$ cat config.mk
export PLATFORM = sky130hd
export DESIGN_NAME = superframe_plframe_mapper
export DESIGN_NICKNAME = d
export VERILOG_FILES = /design/src/rtl/sf_mapper_pkg.sv /design/src/rtl/superframe_plframe_mapper.sv
export SDC_FILE = /design/constraint.sdc
export NUM_CORES = 1
export LEC_CHECK = 0
export ABC_AREA = 1
export BUFFER_PORTS_ARGS = -buffer_cell sky130_fd_sc_hd__buf_2
export CAP_MARGIN = 10
export CORE_AREA = 2 2 191 193
export DETAILED_ROUTE_END_ITERATION = 8
export DIE_AREA = 0 0 193 195
export HOLD_SLACK_MARGIN = 0.02
export MAX_ROUTING_LAYER = met4
export PLACE_DENSITY = 0.56
export SLEW_MARGIN = 40
export SYNTH_ARGS = -nofsm -noshare
export SYNTH_HDL_FRONTEND = slang
export SYNTH_SLANG_ARGS = --single-unit
$ cat constraint.sdc
create_clock -name mclk -period 5 [get_ports mclk]
set_input_delay 1 -clock mclk [delete_from_list [all_inputs] [get_ports mclk]]
set_output_delay 1 -clock mclk [all_outputs]
set_load 0.03 [all_outputs]
$ cat src/rtl/sf_mapper_pkg.sv
package sf_mapper_pkg;

    ////////////////////////////////////////////////////////////////////////////////
    // grid and super-frame geometry
    localparam int CU_SYM = 90;              // symbols per capacity unit
    localparam int SF_SYM = 612540;          // symbols per super-frame
    localparam int SF_CUS_DEF = SF_SYM / CU_SYM; // capacity units per super-frame
    localparam int SOSF_SYM = 720;           // start marker plus format indicator
    localparam int SFH_CUS_DEF = 8;          // header and trailer field units
    localparam int BSW_WIN_DEF = 400;        // tail window reserved for dummy fill
    localparam int PLH_STD_SYM = 180;        // standard protection header
    localparam int PLH_HE_SYM = 90;          // high-efficiency header
    localparam logic [3:0] PLH_STD_CU = 4'(PLH_STD_SYM / CU_SYM);
    localparam logic [3:0] PLH_HE_CU = 4'(PLH_HE_SYM / CU_SYM);

    ////////////////////////////////////////////////////////////////////////////////
    // frame sizes and pointer
    localparam logic [11:0] NORMAL_32APSK_CU = 12'h090;  // 144 units
    localparam logic [11:0] SHORT_QPSK_SF2_CU = 12'h0C0; // 192 units, 12 of them pilots
    localparam logic [10:0] PTR_NONE = 11'h7FF;          // no header starts in reach
    localparam logic [10:0] PTR_MAX = 11'h7FE;

    ////////////////////////////////////////////////////////////////////////////////
    // register map and fields
    localparam logic [3:0] REG_CTRL = 4'h0;
    localparam logic [3:0] REG_STATUS = 4'h4;
    localparam logic [3:0] REG_SFH = 4'h8;
    localparam logic [3:0] REG_SFCNT = 4'hC;
    localparam int CTRL_PROT_LO = 0;         // two-bit protection level
    localparam int CTRL_HE_BIT = 2;          // high-efficiency header
    localparam int CTRL_BSW_BIT = 3;         // beam switching enable
    localparam int ST_BSW_BIT = 16;
    localparam int ST_REF_BIT = 17;          // refused frame, write one to clear
    localparam int ST_FS_LO = 18;
    localparam int SFH_PROT_LO = 16;
    localparam logic [1:0] PROT_RST = 2'h0;

    ////////////////////////////////////////////////////////////////////////////////
    // types
    typedef enum logic [1:0] {CU_OVH, CU_PLH, CU_PAY, CU_FILL} cu_kind_e;
    typedef enum logic [1:0] {FS_IDLE, FS_PLH, FS_PAY} frm_state_e;

    typedef struct packed {
        logic [11:0] payCu;   // units of one payload copy, pilots included
        logic [2:0] spread;   // payload spreading factor
        logic is32apsk;       // frame uses 32APSK
        logic dummyB;         // type B dummy, normal size
    } frame_s;

    typedef struct packed {
        cu_kind_e kind;       // content of this unit
        logic [2:0] rep;      // payload copy index
        logic first;          // first unit of a frame
    } cu_s;

    typedef struct packed {
        logic [10:0] ptr;     // zero-based unit of first header
        logic [1:0] prot;     // header protection level
    } sfh_s;

    // repetition factor of each protection level
    function automatic logic [2:0] protFactor(input logic [1:0] lvl);
        case (lvl)
            2'h0: protFactor = 3'h1;
            2'h1: protFactor = 3'h2;
            default: protFactor = 3'h5;
        endcase
    endfunction : protFactor

endpackage : sf_mapper_pkg

$ cat src/rtl/superframe_plframe_mapper.sv
// Notes on behaviour
// - header directly precedes every payload frame
// - frames start only on unit boundaries
// - every frame fills whole capacity units
// - frames continue across super-frame ends
// - pointer gives first header, zero-based
// - header two units; one unit only all-32APSK
// - normal 32APSK frame takes 144 units
// - short QPSK spread two takes 192 units
// - header carries two-bit protection level
// - all headers repeated by signalled factor
// - spread payload sent spreading-factor times
// - payload factor never above protection factor
// - split spread frame keeps first header's signalling; here the level is still latched anew at unit zero
// - field and pilot gaps pause repetitions; here only the field gap does, pilots are counted inside payCu
// - beam switching fills tail with dummy B
// - switch after dummy header, before next start
// - terminating dummy header fits current super-frame
// - cut dummy header takes full next length
// - dummy B normal size, truncated at end
//
// Design decisions made here: the placing of the registers and strobed register access.
module superframe_plframe_mapper
    import sf_mapper_pkg::*;
#(
    parameter int SF_CUS = SF_CUS_DEF,
    parameter int SFH_CUS = SFH_CUS_DEF,
    parameter int BSW_WIN = BSW_WIN_DEF
) (
    // clock, reset, enable
    input wire logic mclk,
    input wire logic nrst,
    input wire logic ce,
    // register port
    input wire logic [3:0] regAddr,
    input wire logic [31:0] regWdata,
    input wire logic regWr,
    input wire logic regRd,
    output logic [31:0] regRdata,
    // frame source
    input wire logic frmValid,
    input wire frame_s frmIn,
    output logic frmReady,
    // unit stream towards the modulator
    output cu_s cuOut,
    output sfh_s sfhOut,
    output logic sfhValid,
    output logic bswGo
);

    ////////////////////////////////////////////////////////////////////////////////
    // constants
    localparam logic [12:0] LAST_CU = 13'(SF_CUS - 1);          // final unit index
    localparam logic [12:0] OVH_CU = 13'(SOSF_SYM / CU_SYM + SFH_CUS); // field units
    localparam logic [12:0] WIN_CU = 13'(BSW_WIN);              // dummy tail window

    ////////////////////////////////////////////////////////////////////////////////
    // declarations
    logic rstMeta_reg;                 // reset synchroniser, first stage
    logic rstSync_reg;                 // released reset, active low
    logic [12:0] cuPos_reg;            // unit index in super-frame
    logic [31:0] sfCnt_reg;            // super-frames sent
    logic [1:0] protLvl_reg;           // software protection level
    logic hiEff_reg;                   // software high-efficiency header
    logic bswEn_reg;                   // software beam switching
    logic [1:0] protSf_reg;            // level of current super-frame
    logic hiEffSf_reg;                 // header size of current super-frame
    logic bswSf_reg;                   // switching in current super-frame
    logic refused_reg;                 // sticky refused frame
    frm_state_e fs_reg, fs_next;       // frame walk state
    logic [3:0] plhLeft_reg, plhLeft_next;   // header units left
    logic [11:0] payLeft_reg, payLeft_next;  // units left in copy
    logic [2:0] repLeft_reg, repLeft_next;   // copies left after this
    logic [11:0] payCu_reg, payCu_next;      // copy length
    logic [2:0] spread_reg, spread_next;     // payload factor
    logic isDummy_reg, isDummy_next;         // frame is type B dummy
    logic dumFull_reg, dumFull_next;         // dummy header was cut
    cu_s cuNext;                        // unit content of this cycle
    logic refusedSet;                   // frame dropped this cycle
    logic bswSet;                       // dummy payload under way, header out
    logic inOvh;                        // fields at super-frame start
    logic [2:0] factor;                 // header repetition factor
    logic [3:0] plhLen;                 // header length in units
    logic [12:0] roomLeft;              // units to super-frame end
    logic needDummy;                    // tail reserved for dummy fill
    logic badFrm;                       // offered frame breaks limits
    logic [15:0] remCu;                 // units left in current frame
    logic [16:0] ptrFull;               // unclipped pointer
    logic rstN;                         // released reset copy

    ////////////////////////////////////////////////////////////////////////////////
    // reset release through two flip-flops
    always_ff @(posedge mclk or negedge nrst) begin
        if (!nrst) begin
            rstMeta_reg <= 1'b0;
            rstSync_reg <= 1'b0;
        end else begin
            rstMeta_reg <= 1'b1;
            rstSync_reg <= rstMeta_reg;
        end
    end
    assign rstN = rstSync_reg;

    ////////////////////////////////////////////////////////////////////////////////
    // decode helpers
    assign inOvh = cuPos_reg < OVH_CU;
    assign factor = protFactor(protSf_reg);
    assign plhLen = hiEffSf_reg ? 4'(factor) : 4'({factor, 1'b0});
    assign roomLeft = 13'(LAST_CU - cuPos_reg + 13'h1);
    assign needDummy = bswSf_reg && (roomLeft <= WIN_CU);
    assign badFrm = (frmIn.spread == 3'h0) || (frmIn.spread > factor)
        || (hiEffSf_reg && !frmIn.is32apsk)
        || (frmIn.payCu == 12'h000);
    assign frmReady = ce && !inOvh && (fs_reg == FS_IDLE) && !needDummy;

    ////////////////////////////////////////////////////////////////////////////////
    // unit counter, restarts at reset
    always_ff @(posedge mclk or negedge rstN) begin
        if (!rstN) begin
            cuPos_reg <= 13'h0000;
        end else if (ce) begin
            cuPos_reg <= (cuPos_reg == LAST_CU) ? 13'h0000 : 13'(cuPos_reg + 13'h1);
        end
    end

    ////////////////////////////////////////////////////////////////////////////////
    // frame walk, one unit per enabled cycle
    always_comb begin
        fs_next = fs_reg;
        plhLeft_next = plhLeft_reg;
        payLeft_next = payLeft_reg;
        repLeft_next = repLeft_reg;
        payCu_next = payCu_reg;
        spread_next = spread_reg;
        isDummy_next = isDummy_reg;
        dumFull_next = dumFull_reg;
        cuNext = '{kind: CU_OVH, rep: 3'h0, first: 1'b0};
        refusedSet = 1'b0;
        bswSet = 1'b0;
        if (!inOvh) begin
            case (fs_reg)
                FS_IDLE: begin
                    cuNext.kind = CU_FILL;
                    // tail dummy only where its header fits
                    if (needDummy && (roomLeft >= 13'(plhLen))) begin
                        payCu_next = NORMAL_32APSK_CU;
                        spread_next = 3'h1;
                        isDummy_next = 1'b1;
                    end else if (!needDummy && frmValid && badFrm) begin
                        refusedSet = 1'b1;
                    end else if (!needDummy && frmValid) begin
                        payCu_next = frmIn.payCu;
                        spread_next = frmIn.spread;
                        isDummy_next = frmIn.dummyB;
                    end
                    // a frame starts on this unit with its header
                    if ((needDummy && (roomLeft >= 13'(plhLen)))
                        || (!needDummy && frmValid && !badFrm)) begin
                        cuNext.kind = CU_PLH;
                        cuNext.first = 1'b1;
                        dumFull_next = 1'b0;
                        plhLeft_next = 4'(plhLen - 4'h1);
                        payLeft_next = payCu_next;
                        repLeft_next = 3'(spread_next - 3'h1);
                        if (plhLen == 4'h1) begin
                            fs_next = FS_PAY;
                        end else begin
                            fs_next = FS_PLH;
                        end
                    end
                end
                FS_PLH: begin
                    // header repeats continue after any field gap
                    cuNext.kind = CU_PLH;
                    plhLeft_next = 4'(plhLeft_reg - 4'h1);
                    if (plhLeft_reg == 4'h1) begin
                        fs_next = FS_PAY;
                    end
                end
                FS_PAY: begin
                    cuNext.kind = CU_PAY;
                    // switch opens only once the whole dummy header is out
                    bswSet = isDummy_reg && !dumFull_reg;
                    cuNext.rep = 3'(spread_reg - 3'h1 - repLeft_reg);
                    if (payLeft_reg != 12'h001) begin
                        payLeft_next = 12'(payLeft_reg - 12'h001);
                    end else if (repLeft_reg != 3'h0) begin
                        repLeft_next = 3'(repLeft_reg - 3'h1);
                        payLeft_next = payCu_reg;
                    end else begin
                        fs_next = FS_IDLE;
                    end
                end
                default: begin
                    fs_next = FS_IDLE;
                end
            endcase
        end
        // type B dummy at the super-frame end
        if ((cuPos_reg == LAST_CU) && isDummy_reg && (fs_reg != FS_IDLE)) begin
            if (!dumFull_reg && ((fs_reg == FS_PAY) || (plhLeft_reg == 4'h1))) begin
                fs_next = FS_IDLE;
            end else if (fs_reg == FS_PLH) begin
                dumFull_next = 1'b1;
            end
        end
    end

    // frame walk registers, frozen in the field gap
    always_ff @(posedge mclk or negedge rstN) begin
        if (!rstN) begin
            fs_reg <= FS_IDLE;
            plhLeft_reg <= 4'h0;
            payLeft_reg <= 12'h000;
            repLeft_reg <= 3'h0;
            payCu_reg <= 12'h000;
            spread_reg <= 3'h1;
            isDummy_reg <= 1'b0;
            dumFull_reg <= 1'b0;
        end else if (ce) begin
            fs_reg <= fs_next;
            plhLeft_reg <= plhLeft_next;
            payLeft_reg <= payLeft_next;
            repLeft_reg <= repLeft_next;
            payCu_reg <= payCu_next;
            spread_reg <= spread_next;
            isDummy_reg <= isDummy_next;
            dumFull_reg <= dumFull_next;
        end
    end

    // registered unit output
    always_ff @(posedge mclk or negedge rstN) begin
        if (!rstN) begin
            cuOut <= '{kind: CU_OVH, rep: 3'h0, first: 1'b0};
        end else if (ce) begin
            cuOut <= cuNext;
        end
    end

    ////////////////////////////////////////////////////////////////////////////////
    // super-frame header fields, built on unit zero
    always_comb begin
        remCu = 16'h0000;
        if (fs_reg != FS_IDLE) begin
            remCu = 16'(16'(payLeft_reg) + 16'(repLeft_reg) * 16'(payCu_reg));
        end
        if (fs_reg == FS_PLH) begin
            remCu = 16'(remCu + 16'(plhLeft_reg));
        end
        ptrFull = 17'(17'(OVH_CU) + 17'(remCu));
    end

    // latch settings per super-frame, emit header
    always_ff @(posedge mclk or negedge rstN) begin
        if (!rstN) begin
            protSf_reg <= PROT_RST;
            hiEffSf_reg <= 1'b0;
            bswSf_reg <= 1'b0;
            sfhOut <= '{ptr: 11'h000, prot: PROT_RST};
            sfhValid <= 1'b0;
            sfCnt_reg <= 32'h0000_0000;
        end else if (ce) begin
            sfhValid <= (cuPos_reg == 13'h0000);
            if (cuPos_reg == 13'h0000) begin
                // the new level is latched even when a spread frame is split here
                protSf_reg <= protLvl_reg;
                hiEffSf_reg <= hiEff_reg;
                bswSf_reg <= bswEn_reg;
                sfhOut.prot <= protLvl_reg;
                sfhOut.ptr <= (ptrFull > 17'(PTR_MAX)) ? PTR_NONE : ptrFull[10:0];
                sfCnt_reg <= 32'(sfCnt_reg + 32'h1);
            end
        end
    end

    ////////////////////////////////////////////////////////////////////////////////
    // beam switching window
    always_ff @(posedge mclk or negedge rstN) begin
        if (!rstN) begin
            bswGo <= 1'b0;
        end else if (ce) begin
            if (cuPos_reg == LAST_CU) begin
                bswGo <= 1'b0;
            end else if (bswSet && bswSf_reg) begin
                bswGo <= 1'b1;
            end
        end
    end

    ////////////////////////////////////////////////////////////////////////////////
    // control register writes
    always_ff @(posedge mclk or negedge rstN) begin
        if (!rstN) begin
            protLvl_reg <= PROT_RST;
            hiEff_reg <= 1'b0;
            bswEn_reg <= 1'b0;
        end else if (ce && regWr && (regAddr == REG_CTRL)) begin
            protLvl_reg <= regWdata[CTRL_PROT_LO +: 2];
            hiEff_reg <= regWdata[CTRL_HE_BIT];
            bswEn_reg <= regWdata[CTRL_BSW_BIT];
        end
    end

    // refused flag, a new refusal beats the clear
    always_ff @(posedge mclk or negedge rstN) begin
        if (!rstN) begin
            refused_reg <= 1'b0;
        end else if (ce) begin
            if (refusedSet) begin
                refused_reg <= 1'b1;
            end else if (regWr && (regAddr == REG_STATUS) && regWdata[ST_REF_BIT]) begin
                refused_reg <= 1'b0;
            end
        end
    end

    // read data, valid only in the cycle after the strobe
    always_ff @(posedge mclk or negedge rstN) begin
        if (!rstN) begin
            regRdata <= 32'h0000_0000;
        end else if (ce) begin
            regRdata <= 32'h0000_0000;
            if (regRd) begin
                case (regAddr)
                    REG_CTRL: begin
                        regRdata <= 32'({bswEn_reg, hiEff_reg, protLvl_reg});
                    end
                    REG_STATUS: begin
                        regRdata <= 32'({2'(fs_reg), refused_reg, bswGo, 3'h0, cuPos_reg});
                    end
                    REG_SFH: begin
                        regRdata <= 32'({sfhOut.prot, 5'h00, sfhOut.ptr});
                    end
                    REG_SFCNT: begin
                        regRdata <= sfCnt_reg;
                    end
                    default: begin
                        regRdata <= 32'h0000_0000;
                    end
                endcase
            end
        end
    end

    ////////////////////////////////////////////////////////////////////////////////
    // checks
    ptr_idle_a: assert property (@(posedge mclk) disable iff (!rstN)
        (ce && (cuPos_reg == 13'h0000) && (fs_reg == FS_IDLE))
        |=> sfhValid && (sfhOut.ptr == OVH_CU[10:0]))
        else $error("pointer not at first free unit");

    ovh_freeze_a: assert property (@(posedge mclk) disable iff (!rstN)
        (ce && inOvh && (cuPos_reg != LAST_CU))
        |=> $stable(fs_reg) && $stable(plhLeft_reg) && $stable(payLeft_reg))
        else $error("frame advanced inside field gap");

    frame_start_a: assert property (@(posedge mclk) disable iff (!rstN)
        (frmReady && frmValid && !badFrm)
        |=> (cuOut.kind == CU_PLH) && cuOut.first)
        else $error("accepted frame did not start with header");

    plh_end_a: assert property (@(posedge mclk) disable iff (!rstN)
        (ce && !inOvh && (fs_reg == FS_PLH) && (plhLeft_reg == 4'h1)
        && !(isDummy_reg && (cuPos_reg == LAST_CU)))
        |=> (fs_reg == FS_PAY) && (payLeft_reg == payCu_reg))
        else $error("header length wrong");

    refuse_a: assert property (@(posedge mclk) disable iff (!rstN)
        (frmReady && frmValid && (frmIn.spread > factor))
        |=> refused_reg && (cuOut.kind == CU_FILL))
        else $error("over-spread frame not refused");

    dummy_end_a: assert property (@(posedge mclk) disable iff (!rstN)
        (ce && (cuPos_reg == LAST_CU) && isDummy_reg && (fs_reg == FS_PAY) && !dumFull_reg)
        |=> (fs_reg == FS_IDLE))
        else $error("dummy not truncated at super-frame end");

    dummy_full_a: assert property (@(posedge mclk) disable iff (!rstN)
        (ce && (cuPos_reg == LAST_CU) && isDummy_reg && (fs_reg == FS_PLH)
        && (plhLeft_reg != 4'h1))
        |=> dumFull_reg && (fs_reg == FS_PLH))
        else $error("cut dummy header not carried over");

    bsw_clear_a: assert property (@(posedge mclk) disable iff (!rstN)
        (ce && (cuPos_reg == LAST_CU)) |=> !bswGo)
        else $error("switch window open at super-frame start");

    spread_rep_a: assert property (@(posedge mclk) disable iff (!rstN)
        (ce && !inOvh && (fs_reg == FS_PAY) && (payLeft_reg == 12'h001)
        && (repLeft_reg != 3'h0) && !(isDummy_reg && (cuPos_reg == LAST_CU)))
        |=> (fs_reg == FS_PAY) && (payLeft_reg == payCu_reg)
        && (repLeft_reg == $past(repLeft_reg) - 3'h1))
        else $error("payload copy not repeated");

    prot_field_a: assert property (@(posedge mclk) disable iff (!rstN)
        sfhValid |-> (sfhOut.prot == protSf_reg))
        else $error("header level differs from latched level");

endmodule : superframe_plframe_mapper

### Yosys cells after proc, flatten, opt, wreduce, memory -nomap -nowiden

Cells that the tools add are included.

| storage, ports and cells | value |
|---|---|
| flip-flop bits (word level) | 145 |
| input port bits | 59 |
| output and inout port bits | 54 |
| word-level logic and storage cells | 171 |

| cells by class | value |
|---|---|
| add/sub/neg operators | 14 |
| multipliers | 1 |
| $lt $le $gt $ge | 5 |
| equal/unequal tests | 15 |
| muxes and demuxes | 60 |
| bitwise logic cells | 1 |
| reductions and logical operators | 49 |

Operator list:

| kind | count |
|---|---|
| case mux 32 bit (4 select lines) | 1 |
| two-way mux 12 bit | 6 |
| adder 32 x 1 -> 32 bit (second input constant) | 1 |
| two-way mux 16 bit | 2 |
| two-way mux 32 bit | 1 |
| two-way mux 3 bit | 9 |
| adder 13 x 1 -> 13 bit (second input constant) | 2 |
| case mux 12 bit (2 select lines) | 1 |
| two-way mux 1 bit | 21 |
| logical AND 1 bit | 18 |
| two-way mux 2 bit | 9 |
| adder 5 x 16 -> 17 bit (first input constant) | 1 |
| greater-than comparator 17 x 11 -> 1 bit (second input constant) | 1 |
| adder 12 x 15 -> 16 bit | 1 |
| adder 16 x 4 -> 16 bit | 1 |
| multiplier 3 x 12 -> 15 bit | 1 |
| == test 13 bit (second input constant) | 1 |
| greater-or-equal comparator 13 x 4 -> 1 bit | 1 |
| less-or-equal comparator 13 x 9 -> 1 bit (second input constant) | 1 |
| zero test 13 bit | 1 |
| < comparator 13 x 5 -> 1 bit (second input constant) | 1 |
| two-way mux 13 bit | 1 |
| subtractor 13 bit (first input constant) | 1 |
| zero test 12 bit | 1 |
| other kinds (33) | 61 |

### Logic depth before layout (Yosys ltp)

Gate-level depths: netlist of the first run.

| depth | value |
|---|---|
| depth in word-level cells | 15 |
| gate-level depth with buffers | 33 |

### Worst setup path after synthesis of the first run

Ideal clock, no wire load.

| timing path | value |
|---|---|
| path type | register -> register |
| from | register repLeft_reg[2] |
| to | register sfhOut[10] (netlist name) |
| data arrival time | 4723 ps |
| required time | 4938 ps |
| slack | 215 ps |
| stages on the path, launching flop included | 30 |
| path buffers | 3 |
| period minus slack after synthesis | 4785 ps |
| path through | dfrtp_1 clkbuf_1 clkbuf_1 nand2_1 fa_1 fa_1 fa_1 nor2_1 ha_1 nand3_1 nand3_1 nand2_1 a21oi_2 nand3_4 nand2_1 inv_1 ha_1 nand3_1 a21oi_1 nand3_1 nor2_1 nand3_1 nor2_1 nand2_1 nor2_2 nor2_2 buf_6 nand3_2 nand2_1 inv_1 |

| between the ends | value |
|---|---|
| word-level cells in the longest chain between the ends | 8 |

RTL lines:

| item | RTL line | RTL |
|---|---|---|
| start, declared | superframe_plframe_mapper.sv:73 | `logic [2:0] repLeft_reg, repLeft_next;` |
| start signal, assigned | superframe_plframe_mapper.sv:224 | `repLeft_reg <= repLeft_next;` |
| multiplier 3 x 12 -> 15 bit * | superframe_plframe_mapper.sv:246 | `remCu = 16'(16'(payLeft_reg) + 16'(repLeft_reg) * 16'(payCu_reg));` |
| adder 12 x 15 -> 16 bit * | superframe_plframe_mapper.sv:246 |  |
| two-way mux 16 bit * | superframe_plframe_mapper.sv:245 | `if (fs_reg != FS_IDLE) begin` |
| adder 16 x 4 -> 16 bit | superframe_plframe_mapper.sv:249 | `remCu = 16'(remCu + 16'(plhLeft_reg));` |
| two-way mux 16 bit * | superframe_plframe_mapper.sv:248 | `if (fs_reg == FS_PLH) begin` |
| adder 5 x 16 -> 17 bit * | superframe_plframe_mapper.sv:251 | `ptrFull = 17'(17'(OVH_CU) + 17'(remCu));` |
| greater-than comparator 17 x 11 -> 1 bit | superframe_plframe_mapper.sv:271 | `sfhOut.ptr <= (ptrFull > 17'(PTR_MAX)) ? PTR_NONE : ptrFull[10:0];` |
| two-way mux 11 bit * | superframe_plframe_mapper.sv:271 |  |
| end signal, assigned | superframe_plframe_mapper.sv:260 | `sfhOut <= '{ptr: 11'h000, prot: PROT_RST};` |
| end, declared | superframe_plframe_mapper.sv:46 | `output sfh_s sfhOut,` |

Mark *: on every way between the ends. The rest lies on a longest branch, timed or not.
A chain may end at the register's enable or synchronous reset.

### Worst setup path in the final report of the first run

| timing path | value |
|---|---|
| from | register payCu_reg[2] |
| to | register sfhOut[5] (netlist name) |

| between the ends | value |
|---|---|
| word-level cells in the longest chain between the ends | 8 |

RTL lines:

| item | RTL line | RTL |
|---|---|---|
| start, declared | superframe_plframe_mapper.sv:74 | `logic [11:0] payCu_reg, payCu_next;` |
| start signal, assigned | superframe_plframe_mapper.sv:225 | `payCu_reg <= payCu_next;` |
| multiplier 3 x 12 -> 15 bit * | superframe_plframe_mapper.sv:246 |  |
| adder 12 x 15 -> 16 bit * | superframe_plframe_mapper.sv:246 |  |
| two-way mux 16 bit * | superframe_plframe_mapper.sv:245 |  |
| adder 16 x 4 -> 16 bit | superframe_plframe_mapper.sv:249 |  |
| two-way mux 16 bit * | superframe_plframe_mapper.sv:248 |  |
| adder 5 x 16 -> 17 bit * | superframe_plframe_mapper.sv:251 |  |
| greater-than comparator 17 x 11 -> 1 bit | superframe_plframe_mapper.sv:271 |  |
| two-way mux 11 bit * | superframe_plframe_mapper.sv:271 |  |

Marked as above.

==> metrics.md, run 1 <==
| Metric | Value |
|---|---|
| Final hold slack | `0.327 ns` |
| Starting Density | `0.299` |
| Post-synth top area share | `0.341` |
| Setup TNS | `0 ns` |
| Detail Route Antenna Nets | `0` |
| MaxCap Viol Count | `0` |
| CTS tree | `done` |
| Post-route insts no fill | `2010` |
| Share of cells above drive strength 1 | `0.163` |
| Synthesis Warnings | `0` |
| Ys flop type | `dfrtp_1` |
| Asr flop ratio synth | `1.00` |
| Final Power | `6.70 mW` |
| Die area | `37600 um2` |
| Initial drt markers | `625` |
| Crit start category | `flop` |
| Clock latency on the worst-skew pair | `0.44 ns` |
| Setup CP Type | `reg -> reg` |
| Congestion Overflow GR | `0` |
| Top-level I/O count | `113` |
| Power density over the cells | `549 nW/um2` |
| CP startpoint | `payCu_reg[2]` |
| Vias | `9542` |
| Post-Syn Instances | `1451` |
| Commonest cells after routing, fill and taps aside | `nand2_1, inv_1, dfrtp_1` |
| Critical R2R Launch | `payCu_reg[2]` |
| Final min period | `4.62 ns` |
| CTS Buf Count | `17` |
| Synth area leaders | `dfrtp_1, nand2_1, inv_1` |
| Layout Nets | `1662` |
| Core Util, Final | `0.345` |
| Maximum clock rate | `216 MHz` |
| IO buf count | `85` |
| DRC errors left | `0` |
| ANT cells | `0` |
| Hold Buf Count CTS | `0` |
| FF+latch count, synth | `145` |
| Slew @ Worst Pin | `0.798 ns` |
| Period utilization | `0.924` |
| Max rail drop VDD | `0.273 mV` |
| Sequential share of the synthesized area | `0.343` |
| Final Slew Violations | `0` |
| Worst EP arrival | `5.01 ns` |
| Largest net degree at the start of global routing | `55` |
| CTS max path bufs | `2` |
| Post-DP HPWL | `22.7 mm` |
| Setup ws final | `0.379 ns` |
| Setup violations, final | `0` |
| Final Hold Vio Count | `0` |
| Critical Path RT | `5.39 ns` |
| Fin Clk Skew | `0.0107 ns` |
| Reg2reg end | `sfhOut[5]` |
| Setup WS pre-CTS | `0.207 ns` |
| Status | `finished, final reports clean` |
| Total track usage | `0.169` |
| Synth unique cells | `53` |
| Area added between synthesis and finish | `15.6%` |
| DP Area | `11500 um2` |
| Gp weighted congestion | `0.883` |
| H-tree levels | `4` |
| Vias in the first global route | `9631` |
| Area leader, netlist | `dfrtp_1` |
| Rel. slew slack | `0.468` |
| Reg2reg path depth | `27` |
| WL/cell | `14.5 um` |
| Clk root buf | `clkbuf_16` |
| Clk sinks | `145` |
| Die Y | `195 um` |
| Syn Nets | `1577` |
| Kind of end point of the critical path | `flop` |
| Core footprint | `35400 um2` |
| RSZ-0062 raised after global routing | `false` |
| CP Max Fanout | `11` |
| Synthesized area per cell | `7.28 um2` |
| Leak pwr | `6.58 nW` |
| Drt pass-1 iters | `5` |
| CTS clk-pin slew, worst paths | `0.07 ns` |
| Vias/cell | `4.75` |
| Finished Cell Area | `12200 um2` |
| Type of the worst min-delay path | `in -> async` |
| Post-Syn Area | `10600 um2` |
| Reg2Reg Setup Slack | `0.38 ns` |
| Post-synth EDFFs | `0` |
| Most common cell after layout, fill and taps aside | `nand2_1` |
| Std cell rows | `69` |
| Placed Instances | `1972` |
| Post-Route WL | `29.2 mm` |
| First-pass GRT wire length | `49.3 mm` |
| Initial antenna violation count | `1` |
| Die Width | `193 um` |
==> layout make-up <==
cell class | instances | area, um2
Timing Repair Buffer | 106 | 587
Tap cell | 461 | 577
Multi-Input combinational cell | 1020 | 5880
Clock buffer | 17 | 425
Clock inverter | 15 | 188
Inverter | 246 | 923
Fill cell | 3771 | 23200
Sequential cell | 145 | 3640
==> cells by family after synthesis <==
group                    synth area share
AO/OA/AOI/OAI                       0.110
XOR/XNOR                           0.0414
flip-flops                          0.343
other                            0.000355
AND/OR/NAND/NOR                     0.304
adder cells (fa/ha/maj)            0.0957
buffers and inverters               0.105
==> cells in the mapped netlist, types with 20 or more instances <==
| master | n |
|---|---|
| o21ai_0 | 105 |
| clkbuf_1 | 24 |
| nand2_1 | 390 |
| nand3_1 | 78 |
| nor2_1 | 98 |
| xor2_1 | 38 |
| fa_1 | 23 |
| nand4_1 | 22 |
| a21oi_1 | 40 |
| nor3_1 | 20 |
| nand3_2 | 20 |
| inv_1 | 227 |
| dfrtp_1 | 144 |
| ha_1 | 44 |
==> power breakdown <==
| part | internal, mW | switching [mW] | leakage (nW) | total, mW |
|---|---|---|---|---|
| registers | 1.36 | 0.260 | 1.86 | 1.62 |
| logic | 1.29 | 2.44 | 4.42 | 3.72 |
| clock network | 0.761 | 0.592 | 0.304 | 1.35 |
| total | 3.41 | 3.29 | 6.58 | 6.70 |
==> metal layers <==
metal  track usage  wire [um]  vias up
li1              -          -     4787
met1         0.221      13800     4546
met2         0.275      13800      169
met3        0.0189        920       40
met4        0.0469        637        0
met5             -          0        -
==> worst max-delay path, stage by stage (launching register included) <==
cell	delay, ns
dfrtp_2	0.42
nand2_2	0.08
fa_1	0.57
fa_1	0.46
fa_1	0.57
nor2_2	0.05
ha_1	0.32
nand3_1	0.09
nand3_2	0.09
nand2_2	0.06
a21oi_2	0.21
buf_4	0.14
nand2_1	0.04
nand2_1	0.07
nand2_1	0.05
inv_1	0.07
ha_2	0.20
nand3_4	0.10
nor2_4	0.16
nand2_1	0.11
o21ai_1	0.17
nand2_1	0.08
nor2_2	0.11
nor2_2	0.04
buf_6	0.15
nand3_1	0.07
nand2_1	0.05
inv_1	0.04
==> repair_timing <==
action	4_1_cts	5_1_grt
endpoints found under the setup margin	0	11
resized for setup	0	14
setup buffers	0	6
==> worst max path at each step <==
| stage | endpoint | slack [ns] | cells after the start |
|---|---|---|---|
| 6_report | sfhOut[5] | 0.38 | 27 |
| 3_5_place_dp | sfhOut[5] | 0.21 | 27 |
| 5_1_grt | sfhOut[5] | 0.01 | 32 |
| 3_3_place_gp | sfhOut[5] | 0.25 | 27 |
| 2_1_floorplan | sfhOut[10] | 0.21 | 29 |
| 4_1_cts | sfhOut[5] | 0.18 | 27 |
No activity file was read; power rests on OpenSTA's default activity.
==> inputs of run 2 (changes only) <==
- ABC_AREA: 1 -> not set
- CORE_AREA: 2 2 191 193 -> 2 2 182 184
- DIE_AREA: 0 0 193 195 -> 0 0 184 186
==> run 2 against run 1 <==
Effect of this change: sequential power up 12%; register-to-register slack worse by 0.25 ns; flip-flop and latch count unchanged; largest cell class unchanged; setup slack worse by 0.25 ns; worst hold slack worse by 0.022 ns; synthesized area down 9.5%; critical path type unchanged; die area down 9.1%; design area down 7.1%; critical endpoint is now sfhOut[9].
==> metrics.md, run 2 <==
| Metric | Value |
|---|---|
| Status | `finished, final reports clean` |
| Clock Power Share | `0.184` |
| IO buf count | `85` |
| Mux share of post-synthesis cell area | `0.0532` |
| Post-synth top area share | `0.377` |
| Sw frac | `0.456` |
| FF+latch count, synth | `145` |
| Layout Nets | `1227` |
| Post-Route WL | `26.0 mm` |
| Initial drt markers | `460` |
| Core footprint | `32200 um2` |
| Slew @ Worst Pin | `0.849 ns` |
| Filler Cells Inserted | `3317` |
| Synth unique cells | `78` |
| Starting Density | `0.297` |
| Xor/xnor share of the synthesized area | `0.0668` |
| Post-Syn Area | `9560 um2` |
| Post-synth EDFFs | `0` |
| Fraction of power consumed by sequential logic | `0.264` |
| Setup violations, final | `0` |
| Final Hold Vio Count | `0` |
| Congestion Overflow GR | `0` |
| Adder-cell share of the synthesized area | `0.106` |
| Initial antenna violation count | `0` |
| Most common cell after layout, fill and taps aside | `dfrtp_1` |
| Vias | `7871` |
| Vias/cell | `5.17` |
| Synth Area in Compound Gates | `0.175` |
| Sequential share of the synthesized area | `0.380` |
| CTS tree | `done` |
| Largest net degree at the start of global routing | `144` |
| MaxCap Viol Count | `0` |
| Gp weighted congestion | `0.819` |
| Setup CP Type | `reg -> reg` |
| Clk sinks | `145` |
| CTS max path bufs | `2` |
| Max rail drop VDD | `0.330 mV` |
| Synth top cells by count | `dfrtp_1, nand2_1, nor2_1, inv_1, xnor2_1` |
| Setup WS pre-CTS | `-0.0116 ns` |
| Area leader, netlist | `dfrtp_1` |
| Syn Nets | `1124` |
| Synth area leaders | `dfrtp_1, ha_1, fa_1` |
| Critical Path RT | `5.32 ns` |
| Vias in the first global route | `7550` |
| Synthesized area per cell | `9.58 um2` |
| Leak pwr | `5.25 nW` |
| Maximum clock rate | `205 MHz` |
| CTS clk-pin slew, worst paths | `0.07 ns` |
| Hold Buf Count CTS | `0` |
| Total track usage | `0.161` |
| Switching pwr | `3.14 mW` |
| DRC errors left | `0` |
| Synth Area in Simple Gates | `0.175` |
| Setup ws final | `0.126 ns` |
| Type of the worst min-delay path | `reg -> async` |
| Combinational family with the most area after synthesis | `simple AND/OR/NAND/NOR gates` |
| Worst EP arrival | `5.20 ns` |
| Share of cells above drive strength 1 | `0.199` |
| P_int | `3.74 mW` |
| Most common cell in the netlist | `dfrtp_1` |
| Die area | `34200 um2` |
| ANT cells | `0` |
| CP Max Fanout | `5` |
| Die Width | `184 um` |
| Clk root buf | `clkbuf_16` |
| RSZ-0062 raised after global routing | `true` |
| Core Util, Final | `0.352` |
| Std cell rows | `66` |
| Power density over the cells | `606 nW/um2` |
| Die Y | `186 um` |
| Area added between synthesis and finish | `18.7%` |
| Post-Syn Instances | `998` |
| Detail Route Antenna Nets | `0` |
| WL/cell | `17.1 um` |
| Period utilization | `0.975` |
| Fin Clk Skew | `0.00972 ns` |
| H-tree levels | `4` |
| Ys flop type | `dfrtp_1` |
| Rel. slew slack | `0.433` |
| Crit start category | `flop` |
| Drt pass-1 iters | `5` |
| Clock latency on the worst-skew pair | `0.44 ns` |
| Final min period | `4.87 ns` |
| Top-level I/O count | `113` |
| Synthesis Warnings | `0` |
| Post-DP HPWL | `19.4 mm` |
| CTS Buf Count | `17` |
| Final Slew Violations | `0` |
| Commonest cells after routing, fill and taps aside | `dfrtp_1, nand2_1, buf_2` |
| Kind of end point of the critical path | `flop` |
| First-pass GRT wire length | `42.1 mm` |
| Asr flop ratio synth | `1.00` |
| Logic pwr share | `0.552` |
## run 2: changes by cell type in the layout (fill, tap and decap cells not counted), sizes merged, moves of 35 or more
| cell | previous run | this run |
|---|---|---|
| o21ai | 113 | 35 |
| nand2 | 405 | 91 |
| and2 | 0 | 35 |
| nand3 | 100 | 30 |
| inv | 254 | 64 |
| nor2 | 118 | 78 |
| xnor2 | 12 | 50 |
## run 2: path summary, 6_finish.rpt
kind                                start           end  slack, ns  depth (start not counted)
setup / recovery           repLeft_reg[2]     sfhOut[9]       0.13                         17
setup reg to reg           repLeft_reg[2]     sfhOut[9]       0.13                         17
max in group asynchronous            rstN  payCu_reg[2]       3.91                          2
hold reg to reg                      rstN  regRdata[12]       0.31                          1
min in group mclk             rstMeta_reg          rstN       0.35                          0
hold / removal                       rstN  regRdata[12]       0.31                          1
## run 2: logic make-up (layout without fill, tap and decap cells)
kind of cell,Yosys count,after routing
other cells,1,1
compound gates,230,230
flops,145,145
buf+inv,104,220
fa+ha+maj,67,67
simple gates,335,335
xor+xnor,73,73
mux,43,43
## run 2: critical path: stages, from the launching register on
cell	delay (ns)
dfrtp_1	0.41
nand2_2	0.08
fa_1	0.56
fa_1	0.46
fa_2	0.57
nor2_2	0.04
ha_1	0.34
o21ai_1	0.08
nor2_1	0.17
nor2_2	0.08
or4_4	0.48
nand3b_4	0.20
nor4b_4	0.30
xor2_1	0.22
and4_1	0.23
o2111ai_2	0.18
buf_4	0.22
o22a_1	0.15
## run 2: cell type report
class                           count  area, um2  share of cell area
Clock buffer                       18        439              0.0387
Multi-Input combinational cell    749       5600               0.493
Clock inverter                     14        149              0.0131
Timing Repair Buffer              127        788              0.0695
Tap cell                          408        510              0.0450
Sequential cell                   145       3630               0.320
Inverter                           61        229              0.0202
## run 2: repair_timing
item                       4_1_cts  5_1_grt
gates cloned                     1        0
buffers inserted                 5        7
pin swaps                        3       29
setup endpoints to repair       10       11
gates resized for setup          6       16
## run 2: routing by layer
layer	part of all wire	up-vias	global-route usage	wire, um
met2	0.46	200	0.251	11900
met1	0.48	3865	0.222	12600
li1	-	3781	-	-
met5	0	-	-	0
met3	0.048	25	0.0243	1250
met4	0.012	0	0.0387	318
## run 2: per-stage QoR
stage               power, mW  cells  TNS (ns)  area (um2)  hold slack (ns)
CTS                      6.77   1514         0       11200            0.310
global route             7.44   1522     -1.12       11300            0.322
detailed placement       5.41   1476   -0.0201       10500            0.342
floorplan                4.37    998         0        9560            0.331
finish                   6.88   1522         0       11300            0.305
global placement         5.34   1476         0       10500            0.338
## run 2: power by group through the flow
| stage | sequential, mW | combinational [mW] | clock, mW |
|---|---|---|---|
| final | 1.81 | 3.80 | 1.26 |
| after global routing | 1.86 | 4.25 | 1.34 |
| after CTS | 1.81 | 3.67 | 1.29 |
| after detailed placement | 1.83 | 3.58 | 0 |
| after global placement | 1.82 | 3.52 | 0 |
| after floorplan | 1.82 | 2.55 | 0 |
==> inputs of run 3 (changes only) <==
--- a/config.mk
+++ b/config.mk
@@ -14,4 +14,5 @@
 export MAX_ROUTING_LAYER = met4
 export PLACE_DENSITY = 0.56
+export SKIP_LAST_GASP = 1
 export SLEW_MARGIN = 40
 export SYNTH_ARGS = -nofsm -noshare
==> constraint.sdc (replaced) <==
create_clock -name mclk -period 5 [get_ports mclk]
set_input_delay 0.25 -clock mclk [delete_from_list [all_inputs] [get_ports mclk]]
set_output_delay 0.25 -clock mclk [all_outputs]
set_load 0.03 [all_outputs]
==> run 3 against run 2 <==
Effect of this change: cell count fell by 0.13%; design area rose by 0.32%; count of clock-buffer cells in the layout fell by 1; flip-flop and latch count did not move; via count fell by 1.1%; critical path type unchanged; wire length rose by 0.71%; register-to-register slack improved by 0.06 ns; clock skew rose by 0.0072 ns; critical path depth rose by 1; highest routed layer unchanged; combinational power barely moved; die area did not move.
==> metrics.md, run 3 (synthesis results as in run 2) <==
| Metric | Value |
|---|---|
| Initial drt markers | `484` |
| Starting Density | `0.297` |
| Gp weighted congestion | `0.842` |
| Layout Nets | `1225` |
| Clk sinks | `145` |
| Most common cell after layout, fill and taps aside | `dfrtp_1` |
| Area added between synthesis and finish | `19.0%` |
| Congestion Overflow GR | `0` |
| Hold depth | `2` |
| RSZ-0062 raised after global routing | `true` |
| CTS max path bufs | `2` |
| Drt pass-1 iters | `5` |
| Vias/cell | `5.12` |
| Die Y | `186 um` |
| Post-Route WL | `26.2 mm` |
| DP Area | `10600 um2` |
| Rel. slew slack | `0.442` |
| Core footprint | `32200 um2` |
| Final min period | `4.82 ns` |
| Fin Clk Skew | `0.0169 ns` |
| Status | `finished, final reports clean` |
| CP Max Fanout | `5` |
| Commonest cells after routing, fill and taps aside | `dfrtp_1, nand2_1, buf_2` |
| CTS Buf Count | `17` |
| Setup violations, final | `0` |
| Power density over the cells | `611 nW/um2` |
| Kind of end point of the critical path | `flop` |
| Max rail drop VDD | `0.314 mV` |
| Top-level I/O count | `113` |
| Die Width | `184 um` |
| DRC errors left | `0` |
| Final Hold Vio Count | `0` |
| Std cell rows | `66` |
| CTS clk-pin slew, worst paths | `0.06 ns` |
| Detail Route Antenna Nets | `0` |
| Finished Cell Area | `11400 um2` |
| Maximum clock rate | `208 MHz` |
| Leak pwr | `5.25 nW` |
| Die area | `34200 um2` |
| Total track usage | `0.162` |
| Reg2reg path depth | `18` |
| MaxCap Viol Count | `0` |
| Post-DP HPWL | `19.5 mm` |
| Share of cells above drive strength 1 | `0.199` |
| Crit start category | `flop` |
| H-tree levels | `4` |
| Vias in the first global route | `7537` |
| IO buf count | `85` |
| Critical Path RT | `5.32 ns` |
| Setup CP Type | `reg -> reg` |
| Clock latency on the worst-skew pair | `0.43 ns` |
| ANT cells | `0` |
| Worst EP arrival | `5.14 ns` |
| Largest net degree at the start of global routing | `77` |
| WL/cell | `17.3 um` |
| Vias | `7783` |
| First-pass GRT wire length | `42.3 mm` |
| Period utilization | `0.963` |
| Filler Cells Inserted | `3275` |
| Slew @ Worst Pin | `0.834 ns` |
| Final Slew Violations | `0` |
| Setup TNS | `0 ns` |
| Clk root buf | `clkbuf_16` |
| Type of the worst min-delay path | `in -> reg` |
| CTS tree | `done` |
| Initial antenna violation count | `0` |
## run 3: cell types whose count changed in the layout (fill, tap and decap cells not counted), sizes merged
cell / delta
buf: -3
clkinvlp: -1
dlygate4sd3: +1
inv: +3
clkinv: -3
bufinv: +2
clkbuf: -1
## run 3: path summary, 6_finish.rpt
check | from | endpoint | slack [ns]
worst max-delay path | repLeft_reg[2] | sfhOut[7] | 0.18
worst min-delay path | regWdata[2] | hiEff_reg | 0.08
worst max register to register | repLeft_reg[2] | sfhOut[7] | 0.18
worst min register to register | rstN | regRdata[12] | 0.17
max in group asynchronous | rstN | payCu_reg[2] | 4.11
min in group asynchronous | nrst | rstN | 0.13
## run 3: worst max-delay path, stage by stage (launching register included)
cell,delay (ns)
dfrtp_1,0.41
nand2_2,0.08
fa_1,0.56
fa_1,0.45
fa_2,0.39
xor2_2,0.18
nor2_1,0.06
ha_1,0.33
o21ai_1,0.09
nor2_1,0.15
nor2_1,0.08
or4_4,0.51
nand3b_4,0.20
nor4b_4,0.24
xor2_1,0.21
and4_1,0.23
o2111ai_2,0.16
buf_4,0.20
o22a_1,0.17
## run 3: final cells by class
cell class / count / area (um2) / area share
inverters: 61 / 229 / 0.0201
well taps: 408 / 510 / 0.0448
flip-flops and latches: 145 / 3630 / 0.319
multi-input cells: 749 / 5620 / 0.493
repair buffers: 125 / 777 / 0.0682
clock inverters: 15 / 193 / 0.0169
clock buffers: 17 / 425 / 0.0374
## run 3: where the power goes
group	internal (mW)	total, mW	leakage (nW)	switching [mW]
logic	1.61	3.78	3.06	2.17
registers	1.43	1.83	1.89	0.400
clock network	0.762	1.34	0.304	0.582
## run 3: metrics by stage
stage / utilization / hold WS (ns) / total power [mW] / cells / worst slack [ns]
2_1_floorplan: - / -0.0456 / 4.37 / 998 / 0.0185
3_3_place_gp: 0.327 / 0.0339 / 5.36 / 1475 / 0.126
3_5_place_dp: 0.328 / 0.0358 / 5.42 / 1477 / 0.0532
4_1_cts: 0.348 / 0.0631 / 6.80 / 1510 / 0.0432
5_1_grt: 0.354 / 0.0627 / 7.53 / 1520 / -0.0944
6_report: 0.354 / 0.0777 / 6.95 / 1520 / 0.183
## run 3: timing repair
item	in CTS	in global routing
resized for setup	0	23
buffers inserted	0	9
endpoints found under the hold margin	2	0
setup endpoints to repair	0	11
hold buffers	1	0
## run 3: per-layer routing
layer | global-route usage | vias to the layer above | wire (um)
li1 | - | 3769 | -
met1 | 0.221 | 3820 | 12700
met2 | 0.255 | 181 | 12100
met3 | 0.0256 | 13 | 1170
met4 | 0.0342 | 0 | 199
met5 | - | - | 0
